$ cat src/accr_defines.svh
// register offsets, field positions, reset values and timing counts of the config bank
//
// Overview of operation
// - channel 2 code in bits 15:4, reset zero
// - control bit 13 enables channel 1 converter
// - bits 12:11 pick 4/8/16/32 sample average
// - control bit 0 starts one conversion, self-clears
// - result 10 bits left aligned in 15:6
// - ready flag resets 1, drops on start
// - config bit 15 makes window comparator latching
// - lock bit 14 blocks code, control and config writes; irq and trigger writes still land
// - unlock code then lock-bit zero write clears lock
// - unlock code is 0101 in bits 15:12
// - config bit 13 picks fault-dump row 0/1
// - config bit 12 enables internal reference
// - channel 1 power-down bits 11:10, reset 3
// - channel 0 power-down bits 8:7, reset 3
// - channel 2 bits 2:1, nonzero means powered down
`ifndef ACCR_DEFINES_SVH
`define ACCR_DEFINES_SVH

`define ACCR_ADDR_W          8
`define ACCR_OFF_CH2_CODE    8'h19
`define ACCR_OFF_CONV_CTRL   8'h1d
`define ACCR_OFF_CONV_RESULT 8'h1e
`define ACCR_OFF_SHARED_CFG  8'h1f
`define ACCR_OFF_TRIGGER     8'h20
`define ACCR_OFF_IRQ_STATUS  8'h40
`define ACCR_OFF_IRQ_MASK    8'h41

`define ACCR_RST_CH2_CODE    16'h0000
`define ACCR_RST_CONV_CTRL   16'h0000
`define ACCR_RST_SHARED_CFG  16'h0fff

`define ACCR_BIT_CONV_EN     13
`define ACCR_AVG_HI          12
`define ACCR_AVG_LO          11
`define ACCR_BIT_CONV_START  0
`define ACCR_CTRL_KEEP_MASK  16'hfffe
`define ACCR_BIT_WIN_LATCH   15
`define ACCR_BIT_LOCK        14
`define ACCR_BIT_ROW_SEL     13
`define ACCR_BIT_INT_REF     12
`define ACCR_PD1_HI          11
`define ACCR_PD1_LO          10
`define ACCR_PD0_HI          8
`define ACCR_PD0_LO          7
`define ACCR_PD2_HI          2
`define ACCR_PD2_LO          1
`define ACCR_CODE_HI         15
`define ACCR_CODE_LO         4
`define ACCR_RES_HI          15
`define ACCR_RES_LO          6
`define ACCR_UNLOCK_HI       15
`define ACCR_UNLOCK_LO       12
`define ACCR_UNLOCK_CODE     4'h5

// irq bits: 0 conversion done, 1 write refused by lock
`define ACCR_IRQ_DONE        0
`define ACCR_IRQ_REFUSED     1
`define ACCR_IRQ_W           2

// sample time per averaged sample, in ns
`define ACCR_SAMPLE_NS       1000
`define ACCR_CLK_NS          25
`define ACCR_SAMPLE_CYC      ((`ACCR_SAMPLE_NS + `ACCR_CLK_NS - 1) / `ACCR_CLK_NS)

`endif

$ cat src/accr_pkg.sv
// types shared by the config bank files
package accr_pkg;
    typedef logic [15:0] accr_word_t;
    typedef logic [7:0]  accr_addr_t;
    typedef enum logic [2:0] {
        ACCR_IDLE = 3'b001,
        ACCR_CONV = 3'b010,
        ACCR_DONE = 3'b100
    } accr_conv_e;
endpackage

$ cat src/accr_sequencer.sv
// conversion sequencer: counts averaged samples after a start pulse
`timescale 1ns/100ps
`include "accr_defines.svh"
module accr_sequencer
(
    input  wire logic       clock,
    input  wire logic       rst_n,
    input  wire logic       start,
    input  wire logic       enable,
    input  wire logic [1:0] avg_sel,
    input  wire logic [9:0] sample_in,
    output logic            busy,
    output logic            done,
    output logic [9:0]      result
);
    import accr_pkg::*;

    localparam int unsigned SAMPLE_CYC = `ACCR_SAMPLE_CYC;

    accr_conv_e  state;
    logic [5:0]  samples_left;
    logic [15:0] tick;
    logic [14:0] acc;

    assign busy = (state != ACCR_IDLE);

    // ======================================================
    // sequencing
    always_ff @(posedge clock) begin
        if (!rst_n) begin
            state        <= ACCR_IDLE;
            samples_left <= 6'h00;
            tick         <= 16'h0000;
            acc          <= 15'h0000;
            done         <= 1'b0;
            result       <= 10'h000;
        end else begin
            done <= 1'b0;
            unique case (state)
                ACCR_IDLE: begin
                    if (start && enable) begin
                        samples_left <= 6'(6'h04 << avg_sel);
                        tick         <= 16'(SAMPLE_CYC - 1);
                        acc          <= 15'h0000;
                        state        <= ACCR_CONV;
                    end
                end
                ACCR_CONV: begin
                    if (tick != 16'h0000) begin
                        tick <= tick - 16'h0001;
                    end else begin
                        acc          <= acc + {5'h00, sample_in};
                        samples_left <= samples_left - 6'h01;
                        tick         <= 16'(SAMPLE_CYC - 1);
                        if (samples_left == 6'h01) begin
                            state <= ACCR_DONE;
                        end
                    end
                end
                ACCR_DONE: begin
                    // divide by the sample count: shift by 2 plus avg_sel
                    result <= 10'((acc >> (3'd2 + {1'b0, avg_sel})));
                    done   <= 1'b1;
                    state  <= ACCR_IDLE;
                end
            endcase
        end
    end

    // ======================================================
    // checks
    a_done_from_seq: assert property (@(posedge clock) disable iff (!rst_n)
        done |-> $past(state) == ACCR_DONE) else $error("done without done state");
    a_start_needs_en: assert property (@(posedge clock) disable iff (!rst_n)
        (state == ACCR_IDLE && start && !enable) |=> state == ACCR_IDLE)
        else $error("conversion began while disabled");
endmodule

$ cat src/accr_config_bank.sv
// register bank of the three-channel front end: channel 2 code, converter control, shared config
//
// The implementer's own choice: the strobed register port.
`timescale 1ns/100ps
`include "accr_defines.svh"
module accr_config_bank
(
    input  wire logic                clock,
    input  wire logic                rst_n,
    input  wire accr_pkg::accr_addr_t reg_addr,
    input  wire accr_pkg::accr_word_t reg_wdata,
    input  wire logic                reg_write,
    input  wire logic                reg_read,
    output accr_pkg::accr_word_t     reg_rdata,
    input  wire logic [9:0]          sample_in,
    output logic [11:0]              chan2_code,
    output logic                     conv_enable,
    output logic [1:0]               sample_average_select,
    output logic                     conv_busy,
    output logic                     result_valid_flag,
    output logic                     window_cmp_latching,
    output logic                     register_lock,
    output logic                     fault_dump_row_select,
    output logic                     int_ref_enable,
    output logic [1:0]               chan1_power_down_mode,
    output logic [1:0]               chan0_power_down_mode,
    output logic [1:0]               chan2_power_down_mode,
    output logic                     chan2_powered_down,
    output logic                     irq
);
    import accr_pkg::*;

    // ======================================================
    // storage
    accr_word_t ch2_code_reg;
    accr_word_t ctrl_reg;
    accr_word_t cfg_reg;
    logic       unlock_armed;
    logic       start_pulse;
    logic       seq_done;
    logic [9:0] seq_result;
    logic [9:0] result_data;
    logic [`ACCR_IRQ_W-1:0] irq_status;
    logic [`ACCR_IRQ_W-1:0] irq_mask;
    logic [`ACCR_IRQ_W-1:0] irq_event;

    logic wr_code;
    logic wr_ctrl;
    logic wr_cfg;
    logic wr_trig;
    logic lock_blocks;
    logic unlock_write;

    assign wr_code = reg_write && reg_addr == `ACCR_OFF_CH2_CODE;
    assign wr_ctrl = reg_write && reg_addr == `ACCR_OFF_CONV_CTRL;
    assign wr_cfg  = reg_write && reg_addr == `ACCR_OFF_SHARED_CFG;
    assign wr_trig = reg_write && reg_addr == `ACCR_OFF_TRIGGER;

    // a shared-config write of lock=0 after the unlock code is let through
    assign unlock_write = wr_cfg && unlock_armed && !reg_wdata[`ACCR_BIT_LOCK];
    // irq registers stay writable so a locked device can still be serviced
    assign lock_blocks  = register_lock && !unlock_write
                          && (wr_code || wr_ctrl || wr_cfg);

    // ======================================================
    // unlock sequence
    always_ff @(posedge clock) begin
        if (!rst_n) begin
            unlock_armed <= 1'b0;
        end else if (wr_trig) begin
            // any other value in the field disarms
            unlock_armed <= reg_wdata[`ACCR_UNLOCK_HI:`ACCR_UNLOCK_LO]
                            == `ACCR_UNLOCK_CODE;
        end else if (wr_cfg) begin
            unlock_armed <= 1'b0;
        end
    end

    // ======================================================
    // channel 2 code
    always_ff @(posedge clock) begin
        if (!rst_n) begin
            ch2_code_reg <= `ACCR_RST_CH2_CODE;
        end else if (wr_code && !register_lock) begin
            // low nibble is ignored
            ch2_code_reg <= {reg_wdata[`ACCR_CODE_HI:`ACCR_CODE_LO], 4'h0};
        end
    end

    // ======================================================
    // converter control
    always_ff @(posedge clock) begin
        if (!rst_n) begin
            ctrl_reg    <= `ACCR_RST_CONV_CTRL;
            start_pulse <= 1'b0;
        end else begin
            start_pulse <= wr_ctrl && !register_lock
                           && reg_wdata[`ACCR_BIT_CONV_START];
            if (wr_ctrl && !register_lock) begin
                // start bit never stored: it reads back zero
                ctrl_reg <= reg_wdata & `ACCR_CTRL_KEEP_MASK;
            end
        end
    end

    // ======================================================
    // shared configuration
    always_ff @(posedge clock) begin
        if (!rst_n) begin
            cfg_reg <= `ACCR_RST_SHARED_CFG;
        end else if (wr_cfg && (!register_lock || unlock_write)) begin
            cfg_reg <= reg_wdata;
        end
    end

    // ======================================================
    // conversion result and ready flag
    accr_sequencer u_seq (
        .clock     (clock),
        .rst_n     (rst_n),
        .start     (start_pulse),
        .enable    (conv_enable),
        .avg_sel   (sample_average_select),
        .sample_in (sample_in),
        .busy      (conv_busy),
        .done      (seq_done),
        .result    (seq_result)
    );

    always_ff @(posedge clock) begin
        if (!rst_n) begin
            result_valid_flag <= 1'b1;
            result_data       <= 10'h000;
        end else if (seq_done) begin
            result_valid_flag <= 1'b1;
            result_data       <= seq_result;
        end else if (start_pulse && conv_enable) begin
            result_valid_flag <= 1'b0;
        end
    end

    // ======================================================
    // interrupts
    assign irq_event = {lock_blocks, seq_done};

    always_ff @(posedge clock) begin
        if (!rst_n) begin
            irq_status <= '0;
            irq_mask   <= '0;
        end else begin
            // a new event wins over a write-one clear in the same cycle
            if (reg_write && reg_addr == `ACCR_OFF_IRQ_STATUS) begin
                irq_status <= (irq_status & ~reg_wdata[`ACCR_IRQ_W-1:0]) | irq_event;
            end else begin
                irq_status <= irq_status | irq_event;
            end
            if (reg_write && reg_addr == `ACCR_OFF_IRQ_MASK) begin
                irq_mask <= reg_wdata[`ACCR_IRQ_W-1:0];
            end
        end
    end

    assign irq = |(irq_status & irq_mask);

    // ======================================================
    // field outputs to the analog core
    assign chan2_code            = ch2_code_reg[`ACCR_CODE_HI:`ACCR_CODE_LO];
    assign conv_enable           = ctrl_reg[`ACCR_BIT_CONV_EN];
    assign sample_average_select = ctrl_reg[`ACCR_AVG_HI:`ACCR_AVG_LO];
    assign window_cmp_latching   = cfg_reg[`ACCR_BIT_WIN_LATCH];
    assign register_lock         = cfg_reg[`ACCR_BIT_LOCK];
    assign fault_dump_row_select = cfg_reg[`ACCR_BIT_ROW_SEL];
    assign int_ref_enable        = cfg_reg[`ACCR_BIT_INT_REF];
    assign chan1_power_down_mode = cfg_reg[`ACCR_PD1_HI:`ACCR_PD1_LO];
    assign chan0_power_down_mode = cfg_reg[`ACCR_PD0_HI:`ACCR_PD0_LO];
    assign chan2_power_down_mode = cfg_reg[`ACCR_PD2_HI:`ACCR_PD2_LO];
    assign chan2_powered_down    = chan2_power_down_mode != 2'b00;

    // ======================================================
    // read port: data one cycle after the strobe, zero otherwise
    always_ff @(posedge clock) begin
        if (!rst_n) begin
            reg_rdata <= 16'h0000;
        end else if (reg_read) begin
            unique case (reg_addr)
                `ACCR_OFF_CH2_CODE:    reg_rdata <= ch2_code_reg;
                `ACCR_OFF_CONV_CTRL:   reg_rdata <= ctrl_reg;
                `ACCR_OFF_CONV_RESULT: reg_rdata <= {result_data, 5'h00,
                                                     result_valid_flag};
                `ACCR_OFF_SHARED_CFG:  reg_rdata <= cfg_reg;
                `ACCR_OFF_IRQ_STATUS:  reg_rdata <= {14'h0000, irq_status};
                `ACCR_OFF_IRQ_MASK:    reg_rdata <= {14'h0000, irq_mask};
                default:               reg_rdata <= 16'h0000;
            endcase
        end else begin
            reg_rdata <= 16'h0000;
        end
    end

    // ======================================================
    // checks
    a_code_write_lands: assert property (@(posedge clock) disable iff (!rst_n)
        (wr_code && !register_lock) |=> chan2_code == $past(reg_wdata[15:4]))
        else $error("code write lost");
    a_lock_holds_code: assert property (@(posedge clock) disable iff (!rst_n)
        (wr_code && register_lock) |=> $stable(chan2_code))
        else $error("locked code changed");
    a_start_self_clr: assert property (@(posedge clock) disable iff (!rst_n)
        (wr_ctrl && !register_lock) |=> ctrl_reg == ($past(reg_wdata) & 16'hfffe))
        else $error("control write stored wrongly");
    a_ready_drops: assert property (@(posedge clock) disable iff (!rst_n)
        (start_pulse && conv_enable && !seq_done) |=> !result_valid_flag)
        else $error("ready flag did not drop");
    a_ready_returns: assert property (@(posedge clock) disable iff (!rst_n)
        seq_done |=> result_valid_flag) else $error("ready flag not restored");
    a_unlock_order: assert property (@(posedge clock) disable iff (!rst_n)
        (wr_trig && reg_wdata[15:12] == 4'h5 && register_lock) ##1
        (wr_cfg && !reg_wdata[14]) |=> !register_lock)
        else $error("unlock sequence refused");
    a_bad_code_keeps: assert property (@(posedge clock) disable iff (!rst_n)
        (wr_trig && reg_wdata[15:12] != 4'h5 && register_lock) ##1
        (wr_cfg && !reg_wdata[14]) |=> register_lock)
        else $error("wrong code unlocked");
    a_ch2_pd_map: assert property (@(posedge clock) disable iff (!rst_n)
        (wr_cfg && !register_lock) |=> chan2_powered_down == ($past(reg_wdata[2:1]) != 2'b00))
        else $error("channel 2 power state wrong");
    a_read_latency: assert property (@(posedge clock) disable iff (!rst_n)
        (reg_read && reg_addr == 8'h1f) |=> reg_rdata == $past(cfg_reg))
        else $error("config readback wrong");
    a_row_select: assert property (@(posedge clock) disable iff (!rst_n)
        (wr_cfg && !register_lock) |=> fault_dump_row_select == $past(reg_wdata[13]))
        else $error("row select not updated");

    c_conversion: cover property (@(posedge clock) disable iff (!rst_n) seq_done);
    c_unlock: cover property (@(posedge clock) disable iff (!rst_n)
        register_lock ##1 !register_lock);
    c_refused: cover property (@(posedge clock) disable iff (!rst_n) lock_blocks);
    c_irq: cover property (@(posedge clock) disable iff (!rst_n) irq);
endmodule

$ cat config.mk
export PLATFORM = sky130hd
export DESIGN_NAME = accr_config_bank
export DESIGN_NICKNAME = d
export VERILOG_FILES = /design/src/accr_pkg.sv /design/src/accr_sequencer.sv /design/src/accr_config_bank.sv
export VERILOG_INCLUDE_DIRS = /design/src
export SDC_FILE = /design/constraint.sdc
export NUM_CORES = 1
export LEC_CHECK = 0
export BUFFER_PORTS_ARGS = -buffer_cell sky130_fd_sc_hd__buf_2
export CORE_MARGIN = 1.5
export CORE_UTILIZATION = 46
export CTS_CLUSTER_SIZE = 25
export DETAILED_ROUTE_END_ITERATION = 12
export GPL_ROUTABILITY_DRIVEN = 1
export PLACE_DENSITY = 0.69
export SYNTH_ARGS = -nofsm -noshare
export SYNTH_HDL_FRONTEND = slang
export SYNTH_SLANG_ARGS = --single-unit
$ cat constraint.sdc
create_clock -name clock -period 2.67 [get_ports clock]
set_clock_uncertainty 0.15 [all_clocks]
set_input_delay 0.534 -clock clock [delete_from_list [all_inputs] [get_ports clock]]
set_output_delay 0.534 -clock clock [all_outputs]
set_load 0.005 [all_outputs]
### After elaboration in Yosys (flattened, before gate mapping)

Cells that the tools add are included.

* add/sub/neg operators: 4
* reduce and logical (&&, ||, !) cells: 31
* shift operators: 2
* multiplexer cells: 18
* eq/ne operators: 16
* bitwise operators: 6

Operators with widths (number)
* 16-bit one-hot mux with 6 select lines: 1
* 8-bit by 5-bit equality test with 1-bit output (second input constant): 4
* 16-bit two-way mux: 2
* 16-bit one-hot mux with 2 select lines: 1
* 15-bit two-way mux: 2
* 15-bit one-hot mux with 2 select lines: 1
* 8-bit by 7-bit equality test with 1-bit output (second input constant): 2
* 16-bit nonzero test: 1
* 16-bit by 1-bit subtractor with 16-bit output (second input constant): 1
* 15-bit by 10-bit adder with 15-bit output: 1
* 1-bit logical AND: 15
* 15-bit by 3-bit right shift with 10-bit output: 1
* 6-bit two-way mux: 2
* 6-bit one-hot mux with 2 select lines: 1
* 3-bit two-way mux: 3
* 3-bit one-hot mux with 3 select lines: 1
* 8-bit by 6-bit equality test with 1-bit output (second input constant): 1
* 6-bit by 1-bit equality test with 1-bit output (second input constant): 1
* 3-bit AND reduction: 2
* 2-bit nonzero test: 3
* 3-bit by 2-bit << shifter with 6-bit output (first input constant): 1
* 6-bit by 1-bit subtractor with 6-bit output (second input constant): 1
* 2-bit bitwise AND: 2
* 4-bit by 3-bit equality test with 1-bit output (second input constant): 1
* other kinds (16): 26

* word-level logic and storage cells: 93
* register bits: 127

### Depth between registers and ports, before layout

Gate-level depths: netlist of run 1.

* word-level depth: 9
* mapped depth: 9

### Modules after synthesis

A second synthesis of run 1 with hierarchy kept.

* cells, all modules: 723
* area, all modules: 6318.6 sq um

By module, submodules not included
* accr_config_bank: area an instance 3304.4 sq um, cells an instance 364, instances 1
* accr_sequencer: area an instance 3014.1 sq um, cells an instance 359, instances 1

### Worst setup path before layout of run 1

No wires, ideal clock.

* kind: input to register
* start point: input port sample_in[0]
* end point: register u_seq.acc[10]
* setup time: 0.117 ns
* required time: 2.403 ns
* slack: 0.102 ns
* cell stages on the path: 8
* data arrival time: 2.301 ns
* path through: ha_1 fa_1 a211oi_1 nor3_1 nor4_1 nor3_1 xnor2_1 nor2_1

* cells in the longest elaborated chain, start to end: 3

Ends and longest elaborated chain
* start: declaration: RTL line accr_config_bank.sv:15 `input wire logic [9:0] sample_in,`
* 15-bit by 10-bit adder with 15-bit output: RTL line accr_sequencer.sv:52 `acc <= acc + {5'h00, sample_in};`
* 15-bit two-way mux: RTL line accr_sequencer.sv:49 `if (tick != 16'h0000) begin`
* 15-bit one-hot mux with 2 select lines: RTL line accr_sequencer.sv:39 `unique case (state)`
* end signal: assignment: RTL line accr_sequencer.sv:52
* end: declaration: RTL line accr_sequencer.sv:23 `logic [14:0] acc;`

Every way passes these cells. The select of a mux whose other input is x is not followed.
A chain may end at the register's enable or synchronous reset.

### Final worst setup path of run 1

* start point: register u_seq.tick[11]
* end point: register u_seq.acc[10]

* cells in the longest elaborated chain, start to end: 3

Ends and longest elaborated chain
* start: declaration: RTL line accr_sequencer.sv:22 `logic [15:0] tick;`
* start signal: assignment: RTL line accr_sequencer.sv:43 `tick <= 16'(SAMPLE_CYC - 1);`
* start signal: assignment: RTL line accr_sequencer.sv:50 `tick <= tick - 16'h0001;`
* start signal: assignment: RTL line accr_sequencer.sv:54 `tick <= 16'(SAMPLE_CYC - 1);`
* 16-bit nonzero test: RTL line accr_sequencer.sv:49
* 2-bit inequality test (no source line)
* 3-bit AND reduction (no source line)

Every way passes these cells.

==> results of run 1 <==
critical path, cell delays in order, from the launching register on:
cell and delay (ns):
dfxtp_1 0.36, or4_1 0.57, or3_4 0.37, o21a_1 0.24, buf_4 0.19, nor3_1 0.22
xnor2_1 0.15, nor2_1 0.05
cells in the final DEF, fill, tap and decap left out, types with 6 or more instances in the layout:
cell type,n
nor3b_1,6
o21ai_0,19
mux2_2,10
dfxtp_1,127
mux2i_1,12
xnor2_1,6
clkbuf_16,17
mux4_2,10
buf_4,35
a22oi_1,15
inv_1,6
buf_2,82
nand2_1,129
nor2_1,65
a21oi_1,88
nor3_1,18
ha_1,13
a22o_1,9
nor4_1,7
nor2b_1,8
nand3_1,40
synthesized netlist by cell type (4+ instances only):
master	count
nand2_1	129
dfxtp_1	127
a21oi_1	88
nor2_1	65
nand3_1	40
clkbuf_1	36
nor3_1	19
o21ai_0	19
a22oi_1	15
ha_1	13
mux2i_1	12
mux2_2	10
mux4_2	10
a22o_1	9
buf_4	8
nor2b_1	8
inv_1	7
nor4_1	7
nor3b_1	6
xnor2_1	6
a211oi_1	5
a31oi_1	5
and3_1	5
or2_2	5
xor2_1	5
a311oi_1	4
buf_1	4
o21a_1	4
or4_1	4
kinds of logic after synthesis:
| kind of cell | Yosys count | share of synthesized area [%] |
|---|---|---|
| AND/OR/NAND/NOR | 312 | 24.2 |
| AO/OA/AOI/OAI | 172 | 17.3 |
| flip-flops | 127 | 42.1 |
| buffers and inverters | 57 | 4.18 |
| multiplexers | 32 | 7.58 |
| adder cells (fa/ha/maj) | 14 | 3.02 |
| XOR/XNOR | 11 | 1.59 |
path summary, 6_finish.rpt:
check                                from                           end  slack (ns)  depth (start not counted)
max reg2reg   u_seq.tick[11]$_SDFFE_PN0P_    u_seq.acc[10]$_SDFFE_PN0P_        0.25                          7
min reg2reg  u_seq.result[2]$_SDFFE_PN0P_  u_seq.result[2]$_SDFFE_PN0P_        0.30                          2
max           u_seq.tick[11]$_SDFFE_PN0P_    u_seq.acc[10]$_SDFFE_PN0P_        0.25                          7
min                          reg_wdata[3]       cfg_reg[3]$_SDFFE_PN1P_        0.20                          3
metrics by stage:
stage / power [W] / std cells / hold WS [ns] / utilization (%)
global placement: 0.00208 / 964 / 0.289 / 52.7
global route: 0.00452 / 996 / 0.215 / 57.5
CTS: 0.00441 / 996 / 0.191 / 57.5
finish: 0.00439 / 996 / 0.201 / 57.5
floorplan: 0.00201 / 725 / 0.282 / -
detailed placement: 0.00208 / 964 / 0.299 / 52.7
cell type report:
class	instances	share of cell area, %
Tap cell	172	2.94
Timing Repair Buffer	117	9.20
Inverter	7	0.359
Clock buffer	19	6.05
Clock inverter	13	2.22
Sequential cell	127	34.8
Multi-Input combinational cell	541	44.5
power breakdown:
part           switching [W]  internal, W  total, W
sequential       0.000000965      0.00190   0.00190
combinational      0.0000918    0.0000496  0.000141
clock               0.000856      0.00149   0.00235
per-layer routing:
layer,up-vias,global-route usage [%],routed length (microns)
li1,2747,-,-
met1,2604,28.5,6940
met4,0,7.39,278
met5,-,0,0
met2,179,39.0,7500
met3,29,6.25,845
==> key figures, run 1 <==
STA
  – Setup TNS: 0 ns
  – Period utilisation layout: approximately 90%
  – Max Slew Vio Count: 0
  – RSZ-0062 raised after global routing: no
  – Setup-failing EPs final: 0
  – Tmin final: about 2.4 ns
  – Worst-margin pin slew: 0.805 ns
  – Max Clk Rate: 0.414 GHz
  – Fin. Hold Viols: 0
  – Slew HR: 46.2%
  – Final WS setup: 0.253 ns

Detailed routing
  – Vias: around 5600
  – Initial detailed-routing violation count: 384
  – Drt drc: 0
  – Total Routed Length: about 16 mm
  – Routed wire per std cell: 15.6 microns
  – Post-DRT Antenna Nets: 0
  – Via-per-instance ratio: 5.58
  – First drt pass iteration count: 6

Yosys
  – YS warnings: 0
  – Most area-consuming cells after synthesis: dfxtp_1 42%, nand2_1 8.0%, a21oi_1 7.3%
  – Mapped Cells: 725
  – Syn Nets: a little under 800
  – Async set-reset flop share out of synthesis: 0%
  – Number of distinct library cells after synthesis: 61
  – Cell taking the most area after synthesis: dfxtp_1
  – Post-synth EDFFs: 0
  – Syn_area_per_cell: 8.34 sq um
  – FF+latch count, synth: 127
  – Top_reg_cell synth: dfxtp_1
  – Post-synth top area share: 42.1%
  – Mapped cell area: 6040 sq um
  – Register area share after synthesis: 42.1%

GRT
  – Vias in the first global route: 5484
  – Largest net degree at the start of global routing: 28
  – First-pass GRT wire length: between 20 and 30 mm
  – Antenna violations before repair: 0
  – Overflow after GRT: 0
  – All-layer global routing usage: between 20% and 30%

Layout
  – Final nets: 863
  – N_diodes: 0
  – Finished Cell Area: about 7300 sq um
  – Share of layout cells above drive strength 1: 22.2%
  – Fill cells: 1179
  – Area of the multi-input gates: 3250 sq um
  – FF/Latch Area: 2540 sq um
  – Area Growth Syn to Fin: 21.1%

Pwr
  – VDD IR-drop max: 0.383 mV
  – Power Density: 600 nW/um^2
  – Leak: 2.82 nW

Floorplan
  – Initial core utilization: 47.5%
  – Die Y: 118 microns
  – # rows: 41
  – # IOs: 83
  – DIE AREA: 13800 sq um
  – Die width: 118 microns
  – CORE AREA: 12700 sq um

Worst hold path
  – Min-delay worst type: in2reg

Clock network
  – Maximum buffer depth of the clock tree: 2
  – Clock sink count: about 130
  – Setup Buffers After CTS: 0
  – Clk root buf: clkbuf_16
  – H-tree depth: 4
  – Worst-skew pair later-pin latency: 0.42 ns
  – CTS tree: yes
  – Clk slew on worst S/H paths: 0.06 ns
  – Cts-stage hold buffer count: 0
  – Number of CTS-inserted buffers: 17
  – Resized Gates After CTS: 0

Worst setup path
  – Crit path DAT: 2.58 ns
  – Critical Path Source Type: flop
  – Worst Path Required: ~2.8 ns
  – Worst Setup End Kind: flop
  – Critical path class: reg2reg
  – Worst-path fanout max: 9

Placement
  – IO buf count: 82
  – Place WS: -0.00970 ns
  – Post-DP HPWL: 11.3 mm
  – Placement-stage cell area: approximately 6700 sq um
  – GP Congestion: 0.881

Outcome
  – Run status: finished clean

Flow run
  – Max Cap Viol: 0
Power figures use the tool's default switching activity.
==> inputs of run 2 (changes only) <==
PLACE_DENSITY = 0.66   (was 0.69)
clock period = 3 ns   (was 2.67 ns; I/O delays follow)
==> run 2 against run 1 <==
Die area stayed put. Global-route usage increased by 0.74 points. Register-to-register slack improved by 0.28 ns. Count of clock-buffer cells in the layout decreased by 2. Critical endpoint unchanged.
==> key figures, run 2 (synthesis results as in run 1) <==
Outcome
  – Run status: finished clean (unchanged)

STA
  – Max Slew Vio Count: 0 (unchanged)
  – Setup-failing EPs final: 0 (unchanged)
  – Final WS setup: 0.535 ns (was 0.253 ns)
  – Max Clk Rate: 0.406 GHz (was 0.414 GHz)
  – Setup TNS: 0 ns (unchanged)
  – Worst-margin pin slew: 0.727 ns (was 0.805 ns)
  – Period utilisation layout: 82.2% (was 90.5%)
  – Tmin final: 2.46 ns (was 2.42 ns)
  – Fin. Hold Viols: 0 (unchanged)
  – RSZ-0062 raised after global routing: no (unchanged)
  – Slew HR: 51.5% (was 46.2%)

Pwr
  – P_int: 0.00313 W (was 0.00344 W)
  – Net load switching power: 0.000888 W (was 0.000948 W)
  – Sw Ratio: 22.1% (was 21.6%)
  – VDD IR-drop max: 0.272 mV (was 0.383 mV)
  – Clk pwr share: 54.8% (was 53.5%)
  – Power Density: 553 nW/um^2 (was 600 nW/um^2)
  – Comb pwr share: 3.2% (about the same)
  – Leak: 2.79 nW (was 2.82 nW)
  – Flop pwr share: 42.0% (was 43.2%)

Layout
  – Area Growth Syn to Fin: 20.4% (was 21.1%)
  – Commonest cells after routing, fill and taps aside: 129 x nand2_1, 127 x dfxtp_1, 88 x a21oi_1 (unchanged)
  – Commonest non-fill, non-tap cell in the layout: nand2_1 (unchanged)
  – Finished Cell Area: 7270 sq um (was 7320 sq um)
  – Final nets: 852 (was 863)
  – N_diodes: 0 (unchanged)
  – Util after Layout: 57.2% (was 57.5%)
  – Share of layout cells above drive strength 1: 21.3% (was 22.2%)

Floorplan
  – # IOs: 83 (unchanged)
  – CORE AREA: 12700 sq um (unchanged)
  – Die width: 118 microns (unchanged)
  – Die Y: 118 microns (unchanged)
  – Initial core utilization: 47.5% (unchanged)
  – # rows: 41 (unchanged)
  – DIE AREA: 13800 sq um (unchanged)

Worst setup path
  – Worst Setup End Kind: flop (unchanged)
  – R2R Path Start: u_seq.acc[0]$_SDFFE_PN0P_ (was u_seq.tick[11]$_SDFFE_PN0P_)
  – Reg2reg setup slack: 0.54 ns (was 0.25 ns)
  – Crit path DAT: 2.63 ns (was 2.58 ns)
  – Critical path class: reg2reg (unchanged)
  – Worst R2R End: u_seq.acc[10]$_SDFFE_PN0P_ (unchanged)
  – Worst-path fanout max: 3 (was 9)
  – FF-to-FF path depth: 9 (was 7)
  – Critical Path Source Type: flop (unchanged)
  – Crit path capture: u_seq.acc[10]$_SDFFE_PN0P_ (unchanged)
  – Worst Path Required: 3.16 ns (was 2.83 ns)
  – CP Launch Point: u_seq.acc[0]$_SDFFE_PN0P_ (was u_seq.tick[11]$_SDFFE_PN0P_)

Clock network
  – Cts-stage hold buffer count: 0 (unchanged)
  – Clk slew on worst S/H paths: 0.06 ns (about the same)
  – Clk root buf: clkbuf_16 (unchanged)
  – H-tree depth: 4 (unchanged)
  – Clock sink count: 127 (unchanged)
  – Maximum buffer depth of the clock tree: 2 (unchanged)
  – Number of CTS-inserted buffers: 17 (unchanged)
  – Worst-skew pair later-pin latency: 0.43 ns (was 0.42 ns)
  – Setup Buffers After CTS: 0 (unchanged)
  – CTS tree: yes (unchanged)
  – Resized Gates After CTS: 0 (unchanged)

Detailed routing
  – Via-per-instance ratio: 5.80 (was 5.58)
  – Post-DRT Antenna Nets: 0 (unchanged)
  – Vias: 5712 (was 5559)
  – Routed wire per std cell: 16.6 microns (was 15.6 microns)
  – Drt drc: 0 (unchanged)
  – First drt pass iteration count: 5 (was 6)
  – Initial detailed-routing violation count: 493 (was 384)
  – Total Routed Length: 16.3 mm (was 15.6 mm)

Placement
  – Place WS: 0.143 ns (was -0.00970 ns)
  – IO buf count: 82 (unchanged)
  – GP Congestion: 0.911 (was 0.881)
  – Placement-stage cell area: 6640 sq um (was 6710 sq um)
  – Post-DP HPWL: 11.5 mm (was 11.3 mm)

Flow run
  – Max Cap Viol: 0 (unchanged)

Worst hold path
  – Min-delay worst type: in2reg (unchanged)

GRT
  – All-layer global routing usage: 23.8% (was 23.1%)
  – Antenna violations before repair: 0 (unchanged)
  – Vias in the first global route: 5322 (was 5484)
  – Largest net degree at the start of global routing: 46 (was 28)
  – Overflow after GRT: 0 (unchanged)
  – First-pass GRT wire length: 26.8 mm (was 26.0 mm)
-- run 2: cell count changes in the layout (fill, tap and decap cells not counted) --
| cell | change |
|---|---|
| buf_4 | -12 |
| clkinv_2 | -2 |
| inv_6 | +2 |
| buf_12 | +1 |
| bufinv_16 | +1 |
| clkbuf_1 | -1 |
| clkbuf_8 | -1 |
| clkinv_4 | +1 |
-- run 2: cell type report --
type | count | area [sq um]
clock inverter | 15 | 209
inverter | 7 | 26.3
sequential | 127 | 2540
fill | 1192 | 5450
clock buffer | 17 | 425
multi-input combinational | 541 | 3250
tap | 172 | 215
timing repair buffer | 106 | 603
-- run 2: power by group through the flow --
stage	clock network, W	registers (W)	logic, W
5_1_grt	0.00232	0.00169	0.000138
3_3_place_gp	0	0.00173	0.000124
6_report	0.00220	0.00169	0.000129
4_1_cts	0.00223	0.00169	0.000127
3_5_place_dp	0	0.00173	0.000126
2_1_floorplan	0	0.00173	0.0000620
-- run 2: how the worst min path moves through the flow --
stage | startpoint | end | slack (ns) | depth (start not counted)
finish | reg_wdata[10] | cfg_reg[10]$_SDFFE_PN1P_ | 0.28 | 3
CTS | reg_wdata[4] | cfg_reg[4]$_SDFFE_PN1P_ | 0.26 | 3
floorplan | u_seq.result[7]$_SDFFE_PN0P_ | u_seq.result[7]$_SDFFE_PN0P_ | 0.28 | 2
global placement | u_seq.result[2]$_SDFFE_PN0P_ | u_seq.result[2]$_SDFFE_PN0P_ | 0.29 | 2
global route | reg_wdata[4] | cfg_reg[4]$_SDFFE_PN1P_ | 0.27 | 3
detailed placement | cfg_reg[6]$_SDFFE_PN1P_ | reg_rdata[6]$_SDFF_PN0_ | 0.30 | 2
-- run 2: per-layer routing --
metal | share of wire, % | routed length [microns] | vias up | GRT usage [%]
met5 | 0 | 0 | - | 0
met4 | 1.8 | 291 | 0 | 9.53
met3 | 6.5 | 1070 | 31 | 5.47
met2 | 49 | 7930 | 239 | 39.5
met1 | 43 | 7060 | 2713 | 30.0
li1 | - | - | 2729 | -
-- run 2: stage by stage --
stage / std cells / total power (W) / hold WS, ns
2_1_floorplan: 725 / 0.00179 / 0.282
3_3_place_gp: 953 / 0.00185 / 0.292
3_5_place_dp: 953 / 0.00185 / 0.296
4_1_cts: 985 / 0.00405 / 0.261
5_1_grt: 985 / 0.00414 / 0.274
6_report: 985 / 0.00402 / 0.284
-- run 2: critical path, cell delays in order (launching register included) --
cell	delay (ns)
dfxtp_1	0.32
ha_1	0.22
fa_1	0.43
a211oi_1	0.38
nor3_1	0.13
nor4_1	0.25
buf_4	0.17
nor3_1	0.06
xnor2_1	0.19
nor2_1	0.06
==> inputs of run 3 (changes only) <==
PLACE_DENSITY = 0.69   (was 0.66)
clock period = 2 ns   (was 3 ns; I/O delays follow)
==> run 3 against run 2 <==
The flow now finishes with violations (negative setup slack). Setup slack got worse by 0.76 ns. Count of clock-buffer cells in the layout increased by 1. Sequential cell count unchanged. First-iteration DRC count decreased by 12%. Sequential power increased by 50%. Largest cell class unchanged.
==> key figures, run 3 (synthesis results as in run 1) <==
Outcome
  – Run status: finished with violations (was finished clean)
  – Failing checks: negative setup slack

Floorplan
  – Die Y: 118 microns (unchanged)
  – # IOs: 83 (unchanged)
  – Die width: 118 microns (unchanged)
  – # rows: 41 (unchanged)
  – Initial core utilization: 47.5% (unchanged)
  – DIE AREA: 13800 sq um (unchanged)
  – CORE AREA: 12700 sq um (unchanged)

Pwr
  – Power, Total: 0.00596 W (was 0.00402 W)
  – Power Density: 700 nW/um^2 (was 553 nW/um^2)
  – VDD IR-drop max: 0.529 mV (was 0.272 mV)
  – Flop pwr share: 42.5% (was 42.0%)
  – Sw Ratio: 23.7% (was 22.1%)
  – Clk pwr share: 53.3% (was 54.8%)
  – Comb pwr share: 4.2% (was 3.2%)
  – Net load switching power: 0.00142 W (was 0.000888 W)
  – Leak: 3.41 nW (was 2.79 nW)
  – P_int: 0.00454 W (was 0.00313 W)

Detailed routing
  – Total Routed Length: 18.4 mm (was 16.3 mm)
  – Via-per-instance ratio: 5.66 (was 5.80)
  – First drt pass iteration count: 7 (was 5)
  – Vias: 6096 (was 5712)
  – Drt drc: 0 (unchanged)
  – Post-DRT Antenna Nets: 0 (unchanged)
  – Initial detailed-routing violation count: 433 (was 493)
  – Routed wire per std cell: 17.1 microns (was 16.6 microns)

Clock network
  – Clock sink count: 127 (unchanged)
  – CTS tree: yes (unchanged)
  – Clk root buf: clkbuf_16 (unchanged)
  – Clk slew on worst S/H paths: 0.06 ns (about the same)
  – H-tree depth: 4 (unchanged)
  – Worst-skew pair later-pin latency: 0.42 ns (was 0.43 ns)
  – Number of CTS-inserted buffers: 17 (unchanged)
  – Maximum buffer depth of the clock tree: 2 (unchanged)

STA
  – Tmin final: 2.23 ns (was 2.46 ns)
  – Max Slew Vio Count: 0 (unchanged)
  – Max Clk Rate: 0.449 GHz (was 0.406 GHz)
  – Setup TNS: -4.18 ns (was 0 ns)
  – Slew HR: 54.5% (was 51.5%)
  – Hold_ws: 0.0714 ns (was 0.284 ns)
  – Worst-margin pin slew: 0.682 ns (was 0.727 ns)
  – RSZ-0062 raised after global routing: yes (was no)
  – Period utilisation layout: 111% (was 82.2%)
  – Setup-failing EPs final: 36 (was 0)
  – Fin. Hold Viols: 0 (unchanged)
  – Final WS setup: -0.230 ns (was 0.535 ns)

Worst setup path
  – Worst Path Required: 2.20 ns (was 3.16 ns)
  – Buf+Inv Stages, Crit Path: 1 (unchanged)
  – Worst-path fanout max: 2 (was 3)
  – Max incr delay on CP: 0.52 ns (was 0.43 ns)
  – CP max-delay cell: or4_4 (was fa_1)
  – Reg2reg setup slack: -0.23 ns (was 0.54 ns)
  – Crit path DAT: 2.43 ns (was 2.63 ns)
  – Critical Path, Cell by Cell: or4_4 -> or3_4 -> buf_6 -> o21ai_4 -> nand3_2 -> or3_4 -> a21oi_2 (was ha_1 -> fa_1 -> a211oi_1 -> nor3_1 -> nor4_1 -> buf_4 -> nor3_1 -> xnor2_1 -> nor2_1)
  – Critical Path Source Type: flop (unchanged)
  – Critical path class: reg2reg (unchanged)
  – Cell mode on critical path: or3_4 (was nor3_1)
  – Worst Setup End Kind: flop (unchanged)
  – Crit path max-delay family: simple AND/OR/NAND/NOR gates (was adder cells)

Placement
  – GP Congestion: 0.884 (was 0.911)
  – Place WS: -0.381 ns (was 0.143 ns)
  – Post-DP HPWL: 12.5 mm (was 11.5 mm)
  – Placed insts: 1030 (was 953)
  – IO buf count: 82 (unchanged)

Layout
  – Commonest cells after routing, fill and taps aside: 127 x nand2_1, 121 x dfxtp_1, 98 x buf_4 (was 129 x nand2_1, 127 x dfxtp_1, 88 x a21oi_1)
  – Area Growth Syn to Fin: 40.9% (was 20.4%)
  – Commonest non-fill, non-tap cell in the layout: nand2_1 (unchanged)
  – Share of layout cells above drive strength 1: 36.6% (was 21.3%)
  – Final nets: 944 (was 852)
  – Final std cells w/o fill: 1077 (was 985)
  – N_diodes: 0 (unchanged)

GRT
  – Largest net degree at the start of global routing: 29 (was 46)
  – Antenna violations before repair: 0 (unchanged)
  – First-pass GRT wire length: 29.4 mm (was 26.8 mm)
  – All-layer global routing usage: 26.3% (was 23.8%)
  – Vias in the first global route: 6095 (was 5322)
  – Overflow after GRT: 0 (unchanged)

Flow run
  – Max Cap Viol: 0 (unchanged)

Worst hold path
  – Min-delay worst type: in2reg (unchanged)
==> run 3: cell count changes in the layout (fill, tap and decap cells not counted), moves of 8 or more <==
cell | previous run | this run
buf_4 | 23 | 98
nor3_1 | 18 | 8
a21oi_1 | 88 | 79
a21oi_2 | 0 | 9
buf_6 | 0 | 9
o21ai_0 | 19 | 11
==> run 3: worst register-to-register path, delay by kind of cell (launching register included) <==
kind | cells | cell delay [ns]
buffers and inverters | 1 | 0.13
AO/OA/AOI/OAI | 2 | 0.25
AND/OR/NAND/NOR | 4 | 1.31
flip-flops | 1 | 0.32
==> run 3: area by class of cell <==
| cell class | instances | area, sq um |
|---|---|---|
| Fill cell | 1028 | 4210 |
| Multi-Input combinational cell | 542 | 3700 |
| Sequential cell | 127 | 2550 |
| Timing Repair Buffer | 197 | 1410 |
| Clock buffer | 18 | 439 |
| Tap cell | 172 | 215 |
| Clock inverter | 14 | 169 |
| Inverter | 7 | 26.3 |
==> run 3: power groups by stage <==
stage	registers [W]	clock network (W)	logic [W]
after global routing	0.00253	0.00333	0.000268
after floorplan	0.00259	0	0.0000986
after detailed placement	0.00259	0	0.000232
final	0.00253	0.00318	0.000250
after global placement	0.00259	0	0.000228
after CTS	0.00253	0.00321	0.000241
==> run 3: timing repair <==
item,in CTS,in global routing
cloned,1,0
gates resized for setup,47,38
setup endpoints to repair,38,40
pin swaps,26,18
hold buffers,0,0
setup buffers,6,10
==> run 3: stage by stage <==
stage,area [sq um],util [%]
3_5_place_dp,7410,58.2
4_1_cts,8280,65.1
2_1_floorplan,6230,-
6_report,8520,66.9
5_1_grt,8520,66.9
3_3_place_gp,7410,58.2
==> run 3: final timing paths <==
kind / end / cells past startpoint / from
max: u_seq.acc[11]$_SDFFE_PN0P_ / 7 / u_seq.tick[14]$_SDFFE_PN0P_
min: cfg_reg[3]$_SDFFE_PN1P_ / 3 / reg_wdata[3]
max reg2reg: u_seq.acc[11]$_SDFFE_PN0P_ / 7 / u_seq.tick[14]$_SDFFE_PN0P_
min reg2reg: u_seq.result[6]$_SDFFE_PN0P_ / 2 / u_seq.result[6]$_SDFFE_PN0P_
==> run 3: metal layers <==
metal	global-route usage (%)	wire length, microns	share of wire [%]	vias to the layer above
met1	31.0	7490	41	2909
met3	5.57	981	5.3	39
met4	10.1	465	2.5	0
met5	0	0	0	-
li1	-	-	-	2912
met2	46.6	9430	51	236
